<file path="src/rtl/ackr_defs.vh">
`ifndef ACKR_DEFS_VH
`define ACKR_DEFS_VH
// register byte offsets
`define ACKR_OFS_CLOCK_CONFIG_ONE      8'h00
`define ACKR_OFS_CLOCK_CONFIG_TWO      8'h04
`define ACKR_OFS_ASYS      8'h08
`define ACKR_OFS_STAT1     8'h0c
`define ACKR_OFS_STATP     8'h10
`define ACKR_OFS_STATN     8'h14
// clock_config_one fields
`define ACKR_SRC_BIT       7
`define ACKR_CDIV_LSB      1
// clock_config_two fields
`define ACKR_MDIV_LSB      5
`define ACKR_OSR_LSB       0
// analog_system_config fields
`define ACKR_LVL_BIT       4
`define ACKR_IREF_BIT      3
`define ACKR_TH_LSB        0
// status one field
`define ACKR_OOR_BIT       0
// reset values
`define ACKR_RST_CLOCK_CONFIG_ONE      8'h08
`define ACKR_RST_CLOCK_CONFIG_TWO      8'h86
`define ACKR_RST_ASYS      8'h00
// htrans nonseq / seq bit
`define ACKR_HTRANS_ACT    1
`endif

</file>
<file path="src/rtl/ackr_top.v">
// What this block does
// - system clock divides master clock input
// - serial clock may be system clock
// - master mode drives system clock out
// - source bit picks divided or serial
// - modulator clock divides system clock
// - data rate is modulator over ratio
// - per channel high and low comparators
// - any pin over threshold sets flag
// - per pin status tells which pin
// - reference source resets external, 1 internal
// - level bit default selects lower level
// - level bit ignored with external reference
// - all modulators sample together
// - ratio applies to every channel
//
// The implementer's own choices: the AHB-Lite slave port and the register addresses.
`timescale 1ns/10ps
`include "ackr_defs.vh"
module ackr_top #(
  parameter NCH = 4
) (
  input  wire            sys_clk,      // system clock
  input  wire            rst_n,        // sync reset, low
  input  wire            haddr_sel,    // hsel
  input  wire [31:0]     haddr,        // address
  input  wire [1:0]      htrans,       // transfer type
  input  wire            hwrite,       // write
  input  wire [2:0]      hsize,        // size
  input  wire [31:0]     hwdata,       // write data
  input  wire            hready,       // bus ready
  output wire [31:0]     hrdata,       // read data
  output wire            hreadyout,    // slave ready
  output wire            hresp,        // always okay
  input  wire            masterClockTick,  // master clock edge
  input  wire            serialClockTick,  // serial clock edge
  input  wire            syncMasterMode,   // synchronous master
  input  wire            syncSlaveMode,    // synchronous slave
  input  wire [NCH-1:0]  posOverTh,    // p pin beyond limit
  input  wire [NCH-1:0]  negOverTh,    // n pin beyond limit
  output reg             sysClkTick,   // system clock pulse
  output reg             serialClkOut, // serial clock out
  output reg             modClkTick,   // modulator clock pulse
  output reg             dataReady,    // result pulse
  output reg  [2:0]      thresholdCode,// threshold dac code
  output reg             useInternalRef, // internal reference
  output reg             refHighLevel  // higher level chosen
);
  // configuration registers
  reg  [7:0] clkOne_reg, clkTwo_reg, aSys_reg;

  // sticky status
  reg        oorFlag_reg;
  wire [NCH-1:0] statP_reg, statN_reg;

  // bus data phase state
  reg        dpWr_reg, dpRd_reg;
  reg  [7:0] dpAddr_reg;

  // divider and rate counters
  reg  [2:0] sysCnt_reg, modCnt_reg;
  reg  [11:0] osrCnt_reg;
  reg  [11:0] osrLen;

  // read mux output
  reg  [31:0] rdData;
  wire       addrAct;
  wire       srcSerial;
  wire [2:0] clkDiv;
  wire [2:0] modDiv;
  wire [3:0] osrSel;
  wire       srcTick;
  wire       rdP, rdN, rdS;
  wire [NCH-1:0] posHit, negHit;
  // divider wrap strobes and combined hit
  wire       sysWrap, modWrap, osrWrap;
  wire       anyHit;
  // per register write strobes
  wire       wrClkOne, wrClkTwo, wrASys;

  // zero wait states, always okay
  assign hreadyout = 1'b1;
  assign hresp     = 1'b0;

  // a transfer starts on a selected active slot
  assign addrAct = haddr_sel & hready & htrans[`ACKR_HTRANS_ACT];

  // decoded configuration fields
  assign srcSerial = clkOne_reg[`ACKR_SRC_BIT];
  assign clkDiv = clkOne_reg[`ACKR_CDIV_LSB+:3];
  assign modDiv = clkTwo_reg[`ACKR_MDIV_LSB+:3];
  assign osrSel = clkTwo_reg[`ACKR_OSR_LSB+:4];
  assign posHit = posOverTh;
  assign negHit = negOverTh;
  assign anyHit = (|posHit) | (|negHit);

  // bus address phase capture
  always @(posedge sys_clk) begin
    if (!rst_n) begin
      dpWr_reg   <= 1'b0;
      dpRd_reg   <= 1'b0;
      dpAddr_reg <= 8'h00;
    end else begin
      dpWr_reg   <= addrAct & hwrite;
      dpRd_reg   <= addrAct & ~hwrite;
      if (addrAct)
        dpAddr_reg <= haddr[7:0];
    end
  end

  // write strobes in the data phase, unmapped writes dropped
  assign wrClkOne = dpWr_reg & (dpAddr_reg == `ACKR_OFS_CLOCK_CONFIG_ONE);
  assign wrClkTwo = dpWr_reg & (dpAddr_reg == `ACKR_OFS_CLOCK_CONFIG_TWO);
  assign wrASys   = dpWr_reg & (dpAddr_reg == `ACKR_OFS_ASYS);

  always @(posedge sys_clk) begin
    if (!rst_n) begin
      clkOne_reg <= `ACKR_RST_CLOCK_CONFIG_ONE;
    end else if (wrClkOne) begin
      clkOne_reg <= hwdata[7:0];
    end
  end

  // modulator divider and ratio field
  always @(posedge sys_clk) begin
    if (!rst_n) begin
      clkTwo_reg <= `ACKR_RST_CLOCK_CONFIG_TWO;
    end else if (wrClkTwo) begin
      clkTwo_reg <= hwdata[7:0];
    end
  end

  always @(posedge sys_clk) begin
    if (!rst_n) begin
      aSys_reg <= `ACKR_RST_ASYS;
    end else if (wrASys) begin
      aSys_reg <= hwdata[7:0];
    end
  end

  assign rdS = dpRd_reg & (dpAddr_reg == `ACKR_OFS_STAT1);
  assign rdP = dpRd_reg & (dpAddr_reg == `ACKR_OFS_STATP);
  assign rdN = dpRd_reg & (dpAddr_reg == `ACKR_OFS_STATN);

  // read mux, unmapped reads zero
  always @* begin
    rdData = 32'h0000_0000;
    case (dpAddr_reg)
      `ACKR_OFS_CLOCK_CONFIG_ONE:  rdData[7:0] = clkOne_reg;
      `ACKR_OFS_CLOCK_CONFIG_TWO:  rdData[7:0] = clkTwo_reg;
      `ACKR_OFS_ASYS:  rdData[7:0] = aSys_reg;
      `ACKR_OFS_STAT1: rdData[`ACKR_OOR_BIT] = oorFlag_reg;
      `ACKR_OFS_STATP: rdData[NCH-1:0] = statP_reg;
      `ACKR_OFS_STATN: rdData[NCH-1:0] = statN_reg;
      default:         rdData = 32'h0000_0000;
    endcase
  end
  assign hrdata = dpRd_reg ? rdData : 32'h0000_0000;

  // any pin sets flag, set wins over read clear
  always @(posedge sys_clk) begin
    if (!rst_n) begin
      oorFlag_reg <= 1'b0;
    end else begin
      oorFlag_reg <= anyHit | (oorFlag_reg & ~rdS);
    end
  end

  // status pair, one copy per channel
  genvar ch;
  generate
    for (ch = 0; ch < NCH; ch = ch + 1) begin : g_pin
      reg pBit_reg;
      reg nBit_reg;
      // per pin status, set wins over clear
      always @(posedge sys_clk) begin
        if (!rst_n) begin
          pBit_reg <= 1'b0;
          nBit_reg <= 1'b0;
        end else begin
          pBit_reg <= posHit[ch] | (pBit_reg & ~rdP);
          nBit_reg <= negHit[ch] | (nBit_reg & ~rdN);
        end
      end
      // status bits seen by the read mux
      assign statP_reg[ch] = pBit_reg;
      assign statN_reg[ch] = nBit_reg;
    end
  endgenerate

  assign srcTick = srcSerial ? (serialClockTick & syncSlaveMode)
                             : masterClockTick;

  // oversampling ratio lookup
  always @* begin
    case (osrSel)
      4'h0: osrLen = 12'd4095;
      4'h1: osrLen = 12'd2047;
      4'h2: osrLen = 12'd1023;
      4'h3: osrLen = 12'd799;
      4'h4: osrLen = 12'd767;
      4'h5: osrLen = 12'd511;
      4'h6: osrLen = 12'd399;
      4'h7: osrLen = 12'd383;
      4'h8: osrLen = 12'd255;
      4'h9: osrLen = 12'd199;
      4'ha: osrLen = 12'd191;
      4'hb: osrLen = 12'd127;
      4'hc: osrLen = 12'd95;
      4'hd: osrLen = 12'd63;
      4'he: osrLen = 12'd47;
      default: osrLen = 12'd31;
    endcase
  end

  // system divider wraps on its last source tick
  assign sysWrap = srcTick & (srcSerial | (sysCnt_reg >= clkDiv));
  // modulator divider wraps on its last system tick
  assign modWrap = sysClkTick & (modCnt_reg >= modDiv);
  // rate counter wraps after a full ratio of modulator ticks
  assign osrWrap = modClkTick & (osrCnt_reg >= osrLen);

  // divide master clock by field plus one
  always @(posedge sys_clk) begin
    if (!rst_n) begin
      sysCnt_reg <= 3'h0;
    end else if (sysWrap) begin
      sysCnt_reg <= 3'h0;
    end else if (srcTick) begin
      sysCnt_reg <= sysCnt_reg + 3'h1;
    end
  end

  // serial source gives a tick per edge in slave mode
  always @(posedge sys_clk) begin
    if (!rst_n) begin
      sysClkTick <= 1'b0;
    end else begin
      sysClkTick <= sysWrap;
    end
  end

  // drive serial clock out, low outside master mode
  always @(posedge sys_clk) begin
    if (!rst_n) begin
      serialClkOut <= 1'b0;
    end else if (!syncMasterMode) begin
      serialClkOut <= 1'b0;
    end else if (sysWrap) begin
      serialClkOut <= ~serialClkOut;
    end
  end

  always @(posedge sys_clk) begin
    if (!rst_n) begin
      modCnt_reg <= 3'h0;
    end else if (modWrap) begin
      modCnt_reg <= 3'h0;
    end else if (sysClkTick) begin
      modCnt_reg <= modCnt_reg + 3'h1;
    end
  end

  // one shared modulator tick for all channels
  always @(posedge sys_clk) begin
    if (!rst_n) begin
      modClkTick <= 1'b0;
    end else begin
      modClkTick <= modWrap;
    end
  end

  always @(posedge sys_clk) begin
    if (!rst_n) begin
      osrCnt_reg <= 12'h000;
    end else if (osrWrap) begin
      osrCnt_reg <= 12'h000;
    end else if (modClkTick) begin
      osrCnt_reg <= osrCnt_reg + 12'h001;
    end
  end

  // one global data ready for all channels
  always @(posedge sys_clk) begin
    if (!rst_n) begin
      dataReady <= 1'b0;
    end else begin
      dataReady <= osrWrap;
    end
  end

  // threshold dac code follows its field
  always @(posedge sys_clk) begin
    if (!rst_n) begin
      thresholdCode <= 3'h0;
    end else begin
      thresholdCode <= aSys_reg[`ACKR_TH_LSB+:3];
    end
  end

  // reference source follows its select bit
  always @(posedge sys_clk) begin
    if (!rst_n) begin
      useInternalRef <= 1'b0;
    end else begin
      useInternalRef <= aSys_reg[`ACKR_IREF_BIT];
    end
  end

  always @(posedge sys_clk) begin
    if (!rst_n) begin
      refHighLevel <= 1'b0;
    end else begin
      refHighLevel <= aSys_reg[`ACKR_IREF_BIT] &
                      aSys_reg[`ACKR_LVL_BIT];
    end
  end
endmodule

</file>
<file path="config.mk">
export PLATFORM = sky130hd
export DESIGN_NAME = ackr_top
export DESIGN_NICKNAME = d
export VERILOG_FILES = /design/src/rtl/ackr_top.v
export VERILOG_INCLUDE_DIRS = /design/src /design/src/rtl
export SDC_FILE = /design/constraint.sdc
export NUM_CORES = 1
export LEC_CHECK = 0
export BUFFER_PORTS_ARGS = -buffer_cell sky130_fd_sc_hd__buf_2
export CORE_ASPECT_RATIO = 2
export CORE_MARGIN = 2
export CORE_UTILIZATION = 52
export CTS_CLUSTER_DIAMETER = 100
export DETAILED_ROUTE_END_ITERATION = 6
export PLACE_DENSITY_LB_ADDON = 0.05
export SYNTH_ARGS = -nofsm -noshare
export SYNTH_HDL_FRONTEND = slang
export SYNTH_SLANG_ARGS = --single-unit
</file>
<file path="constraint.sdc">
create_clock -name sys_clk -period 3.1 [get_ports sys_clk]
set_input_delay 0.465 -clock sys_clk [delete_from_list [all_inputs] [get_ports sys_clk]]
set_output_delay 0.465 -clock sys_clk [all_outputs]
set_load 0.1 [all_outputs]
</file>
-- Yosys cells after proc, flatten, opt, wreduce, memory -nomap -nowiden
Memory sizes are Yosys's and may differ from the RTL's. A register that Yosys moved wholly into a read port is not among the register bits.
Index checks and enable logic that the tools add are counted.
- add/sub/neg operators: 3
- $lt $le $gt $ge: 3
- eq/ne operators: 5
- multiplexer cells: 7
- bitwise gates (word level): 41
- reduce and logical (&&, ||, !) cells: 7
- operator list (operator ; number):
    1-bit AND ; 24
    8-bit by 4-bit == test with 1-bit output, second input constant ; 2
    8-bit by 5-bit == test with 1-bit output, second input constant ; 2
    3-bit one-hot mux with 5 select lines ; 1
    12-bit by 1-bit adder with 12-bit output, second input constant ; 1
    12-bit greater-or-equal comparator ; 1
    4-bit one-hot mux with 3 select lines ; 1
    1-bit bitwise OR ; 11
    8-bit by 3-bit == test with 1-bit output, second input constant ; 1
    8-bit zero test ; 1
    4-bit 2-to-1 mux ; 2
    8-bit 2-to-1 mux ; 1
    4-bit OR reduction ; 2
    3-bit by 1-bit adder with 3-bit output, second input constant ; 2
    3-bit greater-or-equal comparator ; 2
    1-bit NOT ; 6
    1-bit one-hot mux with 6 select lines ; 1
    2-bit OR reduction ; 3
    2-bit AND reduction ; 1
    1-bit 2-to-1 mux ; 1
- register bits: 70
- memory bits (read-only): 144
- bits of input ports: 86
- output and inout port bits: 43
- word-level logic and storage cells: 92
- memories: 1
- memory list (name ; words ; width ; rd ports ; clocked after memory_dff ; wr ports ; RTL line ; text):
    (no name shown) ; 16 ; 9 ; 1 ; 1 ; 0 ; ackr_top.v:196 ; case (osrSel)

-- Depth between registers and ports, before layout
- depth in word-level cells: 5
- gate-level depth with buffers: 9
- depth with buffers taken out: 8

-- Worst setup path before layout
No wires, ideal clock.
- kind: register -> output
- from: reg dpAddr_reg[3]
- to: out hrdata[1]
- data arrival time: 2.838 ns
- setup slack: -0.203 ns
- stages on the path, launching flop included: 6
- buffers on the path: 1
- path through: dfxtp_1 > buf_2 > nor4b_2 > and3_1 > o21ai_0 > a21oi_1
- cells in the longest elaborated chain, start to end: 3
- RTL lines (what ; RTL line ; text):
    start, declared ; ackr_top.v:58 ; reg [7:0] dpAddr_reg;
    start signal, assigned ; ackr_top.v:107 ; dpAddr_reg <= haddr[7:0];
    8-bit by 5-bit == test with 1-bit output, or another cell as far along ; ackr_top.v:148 ; case (dpAddr_reg)
    3-bit one-hot mux with 5 select lines (*) ; ackr_top.v:148 ;
    8-bit 2-to-1 mux (*) ; ackr_top.v:158 ; assign hrdata = dpRd_reg ? rdData : 32'h0000_0000;
    end, declared ; ackr_top.v:32 ; output wire [31:0] hrdata,
Every way passes the cells marked *; elsewhere a longest branch is shown, timed or not.

-- Worst setup path after layout
- from: reg dpAddr_reg[4]
- to: out hrdata[3]
The elaborated chain is that of the path after synthesis.

==> impl_metrics.csv <==
group,metric,value,unit
timing,finalSetupViolations,0,
clock_tree,numCtsBuffers,9,
critical_path,start_kind,"flip-flop",
clock_tree,htreeDepth,3,
timing,finalCritPeriodShare,0.902,
global_routing,grt_usage,0.223,
final_layout,final_cell_mix,"dfxtp_1 (79), buf_2 (50), nor2_1 (47)",
global_routing,grt_max_degree,43,
critical_path,cp-end-kind,"output pin",
synth,syn_avg_cell_area,8.92,um2
global_routing,antenna_found_initial,0,
floorplanning,fp.dieH,126,um
synth,async_flop_share,0,
critical_path,critPathKind,"flip-flop to output pin",
final_layout,fill_cells,659,
floorplanning,core-area,0.00727,mm2
timing,worst_hold_slack,0.306,ns
synth,synth_top_area_cell,"dfxtp_1",
timing,period_needed,2.80,ns
synth,synth_cell_types,50,
routing,ant_nets,0,
routing,vias,3122,
final_layout,num_antenna_cells,0,
clock_tree,post_cts_buffers,0,
floorplanning,num_rows,44,
placement,dp_hpwl,6590,um
timing,worst_pin_slew,0.918,ns
pwr,leakagePower,2.08,nW
final_layout,instances_no_fill,588,
flow_run,drv_cap,0,
clock_tree,clk_path_buf_depth,2,
floorplanning,start_util,0.535,
synth,synth_edf_count,0,
floorplanning,die_x,65.2,um
final_layout,synthToLayoutAreaGrowth,15.6,%
clock_tree,clkSinkCount,79,
pwr,p_per_area,546,mW/mm2
final_layout,largest_reg_flops,12,
synth,netlist_top_cells_area,"dfxtp_1 (41%), mux2i_1 (8.5%), ha_1 (7.4%)",
floorplanning,dieArea,0.00823,mm2
timing,fmax,0.358,GHz
routing,drt-initial-drc-count,110,
routing,drc,0,
clock_tree,cts-hold-fix-buffers,0,
synth,synth_top_area_share,0.407,
global_routing,grt_pass1_vias,3087,
synth,ys_ff_latch,79,
timing,fin_setup_tns,0,ns
placement,dp_cells,572,
clock_tree,cts_tree,"built",
routing,wl_per_cell,14.9,um
outcome,status,"finished, final reports clean",
synth,synth_cells,436,
min_path,hold_class,"input pin to flip-flop",
placement,gp_congestion,0.817,
synth,syn_area,0.00389,mm2
timing,rsz0062_at_grt,"no",
clock_tree,cts-root-buf,"clkbuf_16",
final_layout,layout_commonest_cell,"dfxtp_1",
timing,slew_headroom,0.384,
pwr,ir_drop,329,uV
critical_path,path_max_fanout,6,
timing,maxSlewViolCount,0,
global_routing,gr-total-overflow,0,
timing,hold_viol_final,0,
clock_tree,cts_resized,0,
synth,synthFlopType,"dfxtp_1",
clock_tree,insertion_delay,0.34,ns
synth,ys_warn_count,0,
routing,wirelength,8740,um
placement,io_buffers,50,
floorplanning,ios,129,
synth,ys_seq_area_frac,0.407,
global_routing,grt_pass1_wl,14000,um
final_layout,layout-drive-gt1-share,0.177,
clock_tree,clk_pin_slew,0.06,ns
routing,drtPass1Iterations,4,
routing,vias_per_cell,5.31,
critical_path,cp_data_arrival_time,2.33,ns
final_layout,nNetsFinal,600,
critical_path,worst_ep_required_time,2.63,ns
timing,finalClockSkew,0.00585,ns
## through the flow
| step | power (mW) | util | cell area (um2) | worst slack (ns) |
|---|---|---|---|---|
| after floorplan | 1.31 | - | 3990 | 0.153 |
| after global placement | 1.34 | 0.574 | 4170 | 0.575 |
| after detailed placement | 1.34 | 0.574 | 4170 | 0.583 |
| after CTS | 2.47 | 0.619 | 4500 | 0.309 |
| after global routing | 2.53 | 0.619 | 4500 | 0.192 |
| final | 2.46 | 0.619 | 4500 | 0.305 |
## cell families after synthesis
family | Yosys count | synth area share
adders and majority gates | 23 | 0.0740
and+or+nand+nor | 155 | 0.198
buffers and inverters | 60 | 0.0836
DFF | 79 | 0.407
other | 2 | 0.00193
muxes | 38 | 0.102
xor gates and xnor gates | 12 | 0.0270
AOI/OAI and AO/OA | 67 | 0.107
## Yosys cell counts, types with 5 or more instances
library cell   n
a21oi_1       28
and2_1         8
and3_1        10
buf_4         26
clkbuf_1       9
dfxtp_1       79
ha_1          23
inv_1         21
mux2i_1       33
nand2_1       44
nand3_1        8
nand4_1        8
nor2_1        47
nor2b_1        5
nor3_1         9
o21ai_0        9
o22ai_1        5
xor2_1         8
## final cells by class
class                      instances  area (um2)  share of cell area
sequential                        79        1580               0.352
inverter                          22        82.6              0.0184
tap                               92         115              0.0256
clock inverter                     5        81.3              0.0181
multi-input combinational        321        2080               0.463
clock buffer                      11         243              0.0540
timing repair buffer              58         310              0.0690
## per-layer routing
layer | GRT usage | up-vias | wire length [um]
met5 | 0 | - | 0
met4 | 0.146 | 0 | 292
met3 | 0.0248 | 17 | 263
met2 | 0.418 | 63 | 4880
met1 | 0.221 | 1487 | 3300
li1 | - | 1555 | -
## critical path, cell delays in order, from the launching register on
cell and delay, ns:
dfxtp_1 0.36, or3_2 0.56, nor3_1 0.29, a22oi_1 0.17, a21oi_2 0.18, buf_2 0.44
## final timing paths
check	cells after the start	slack [ns]	to	start
setup / recovery	5	0.30	hrdata[3]	dpAddr_reg[4]$_SDFFE_PN0P_
hold / removal	2	0.31	dpRd_reg$_SDFF_PN0_	hwrite
setup reg to reg	8	0.62	osrLen[5]$_DFF_P_	dpAddr_reg[4]$_SDFFE_PN0P_
hold reg to reg	2	0.48	g_pin[1].nBit_reg$_SDFF_PN0_	g_pin[1].nBit_reg$_SDFF_PN0_
## where the power goes
part	total (mW)	internal, mW	switching, mW	leakage, nW
registers	1.05	1.03	0.0164	0.641
clock network	1.14	0.727	0.412	0.156
logic	0.268	0.0528	0.215	1.28
(Power assumes the default switching activity.)
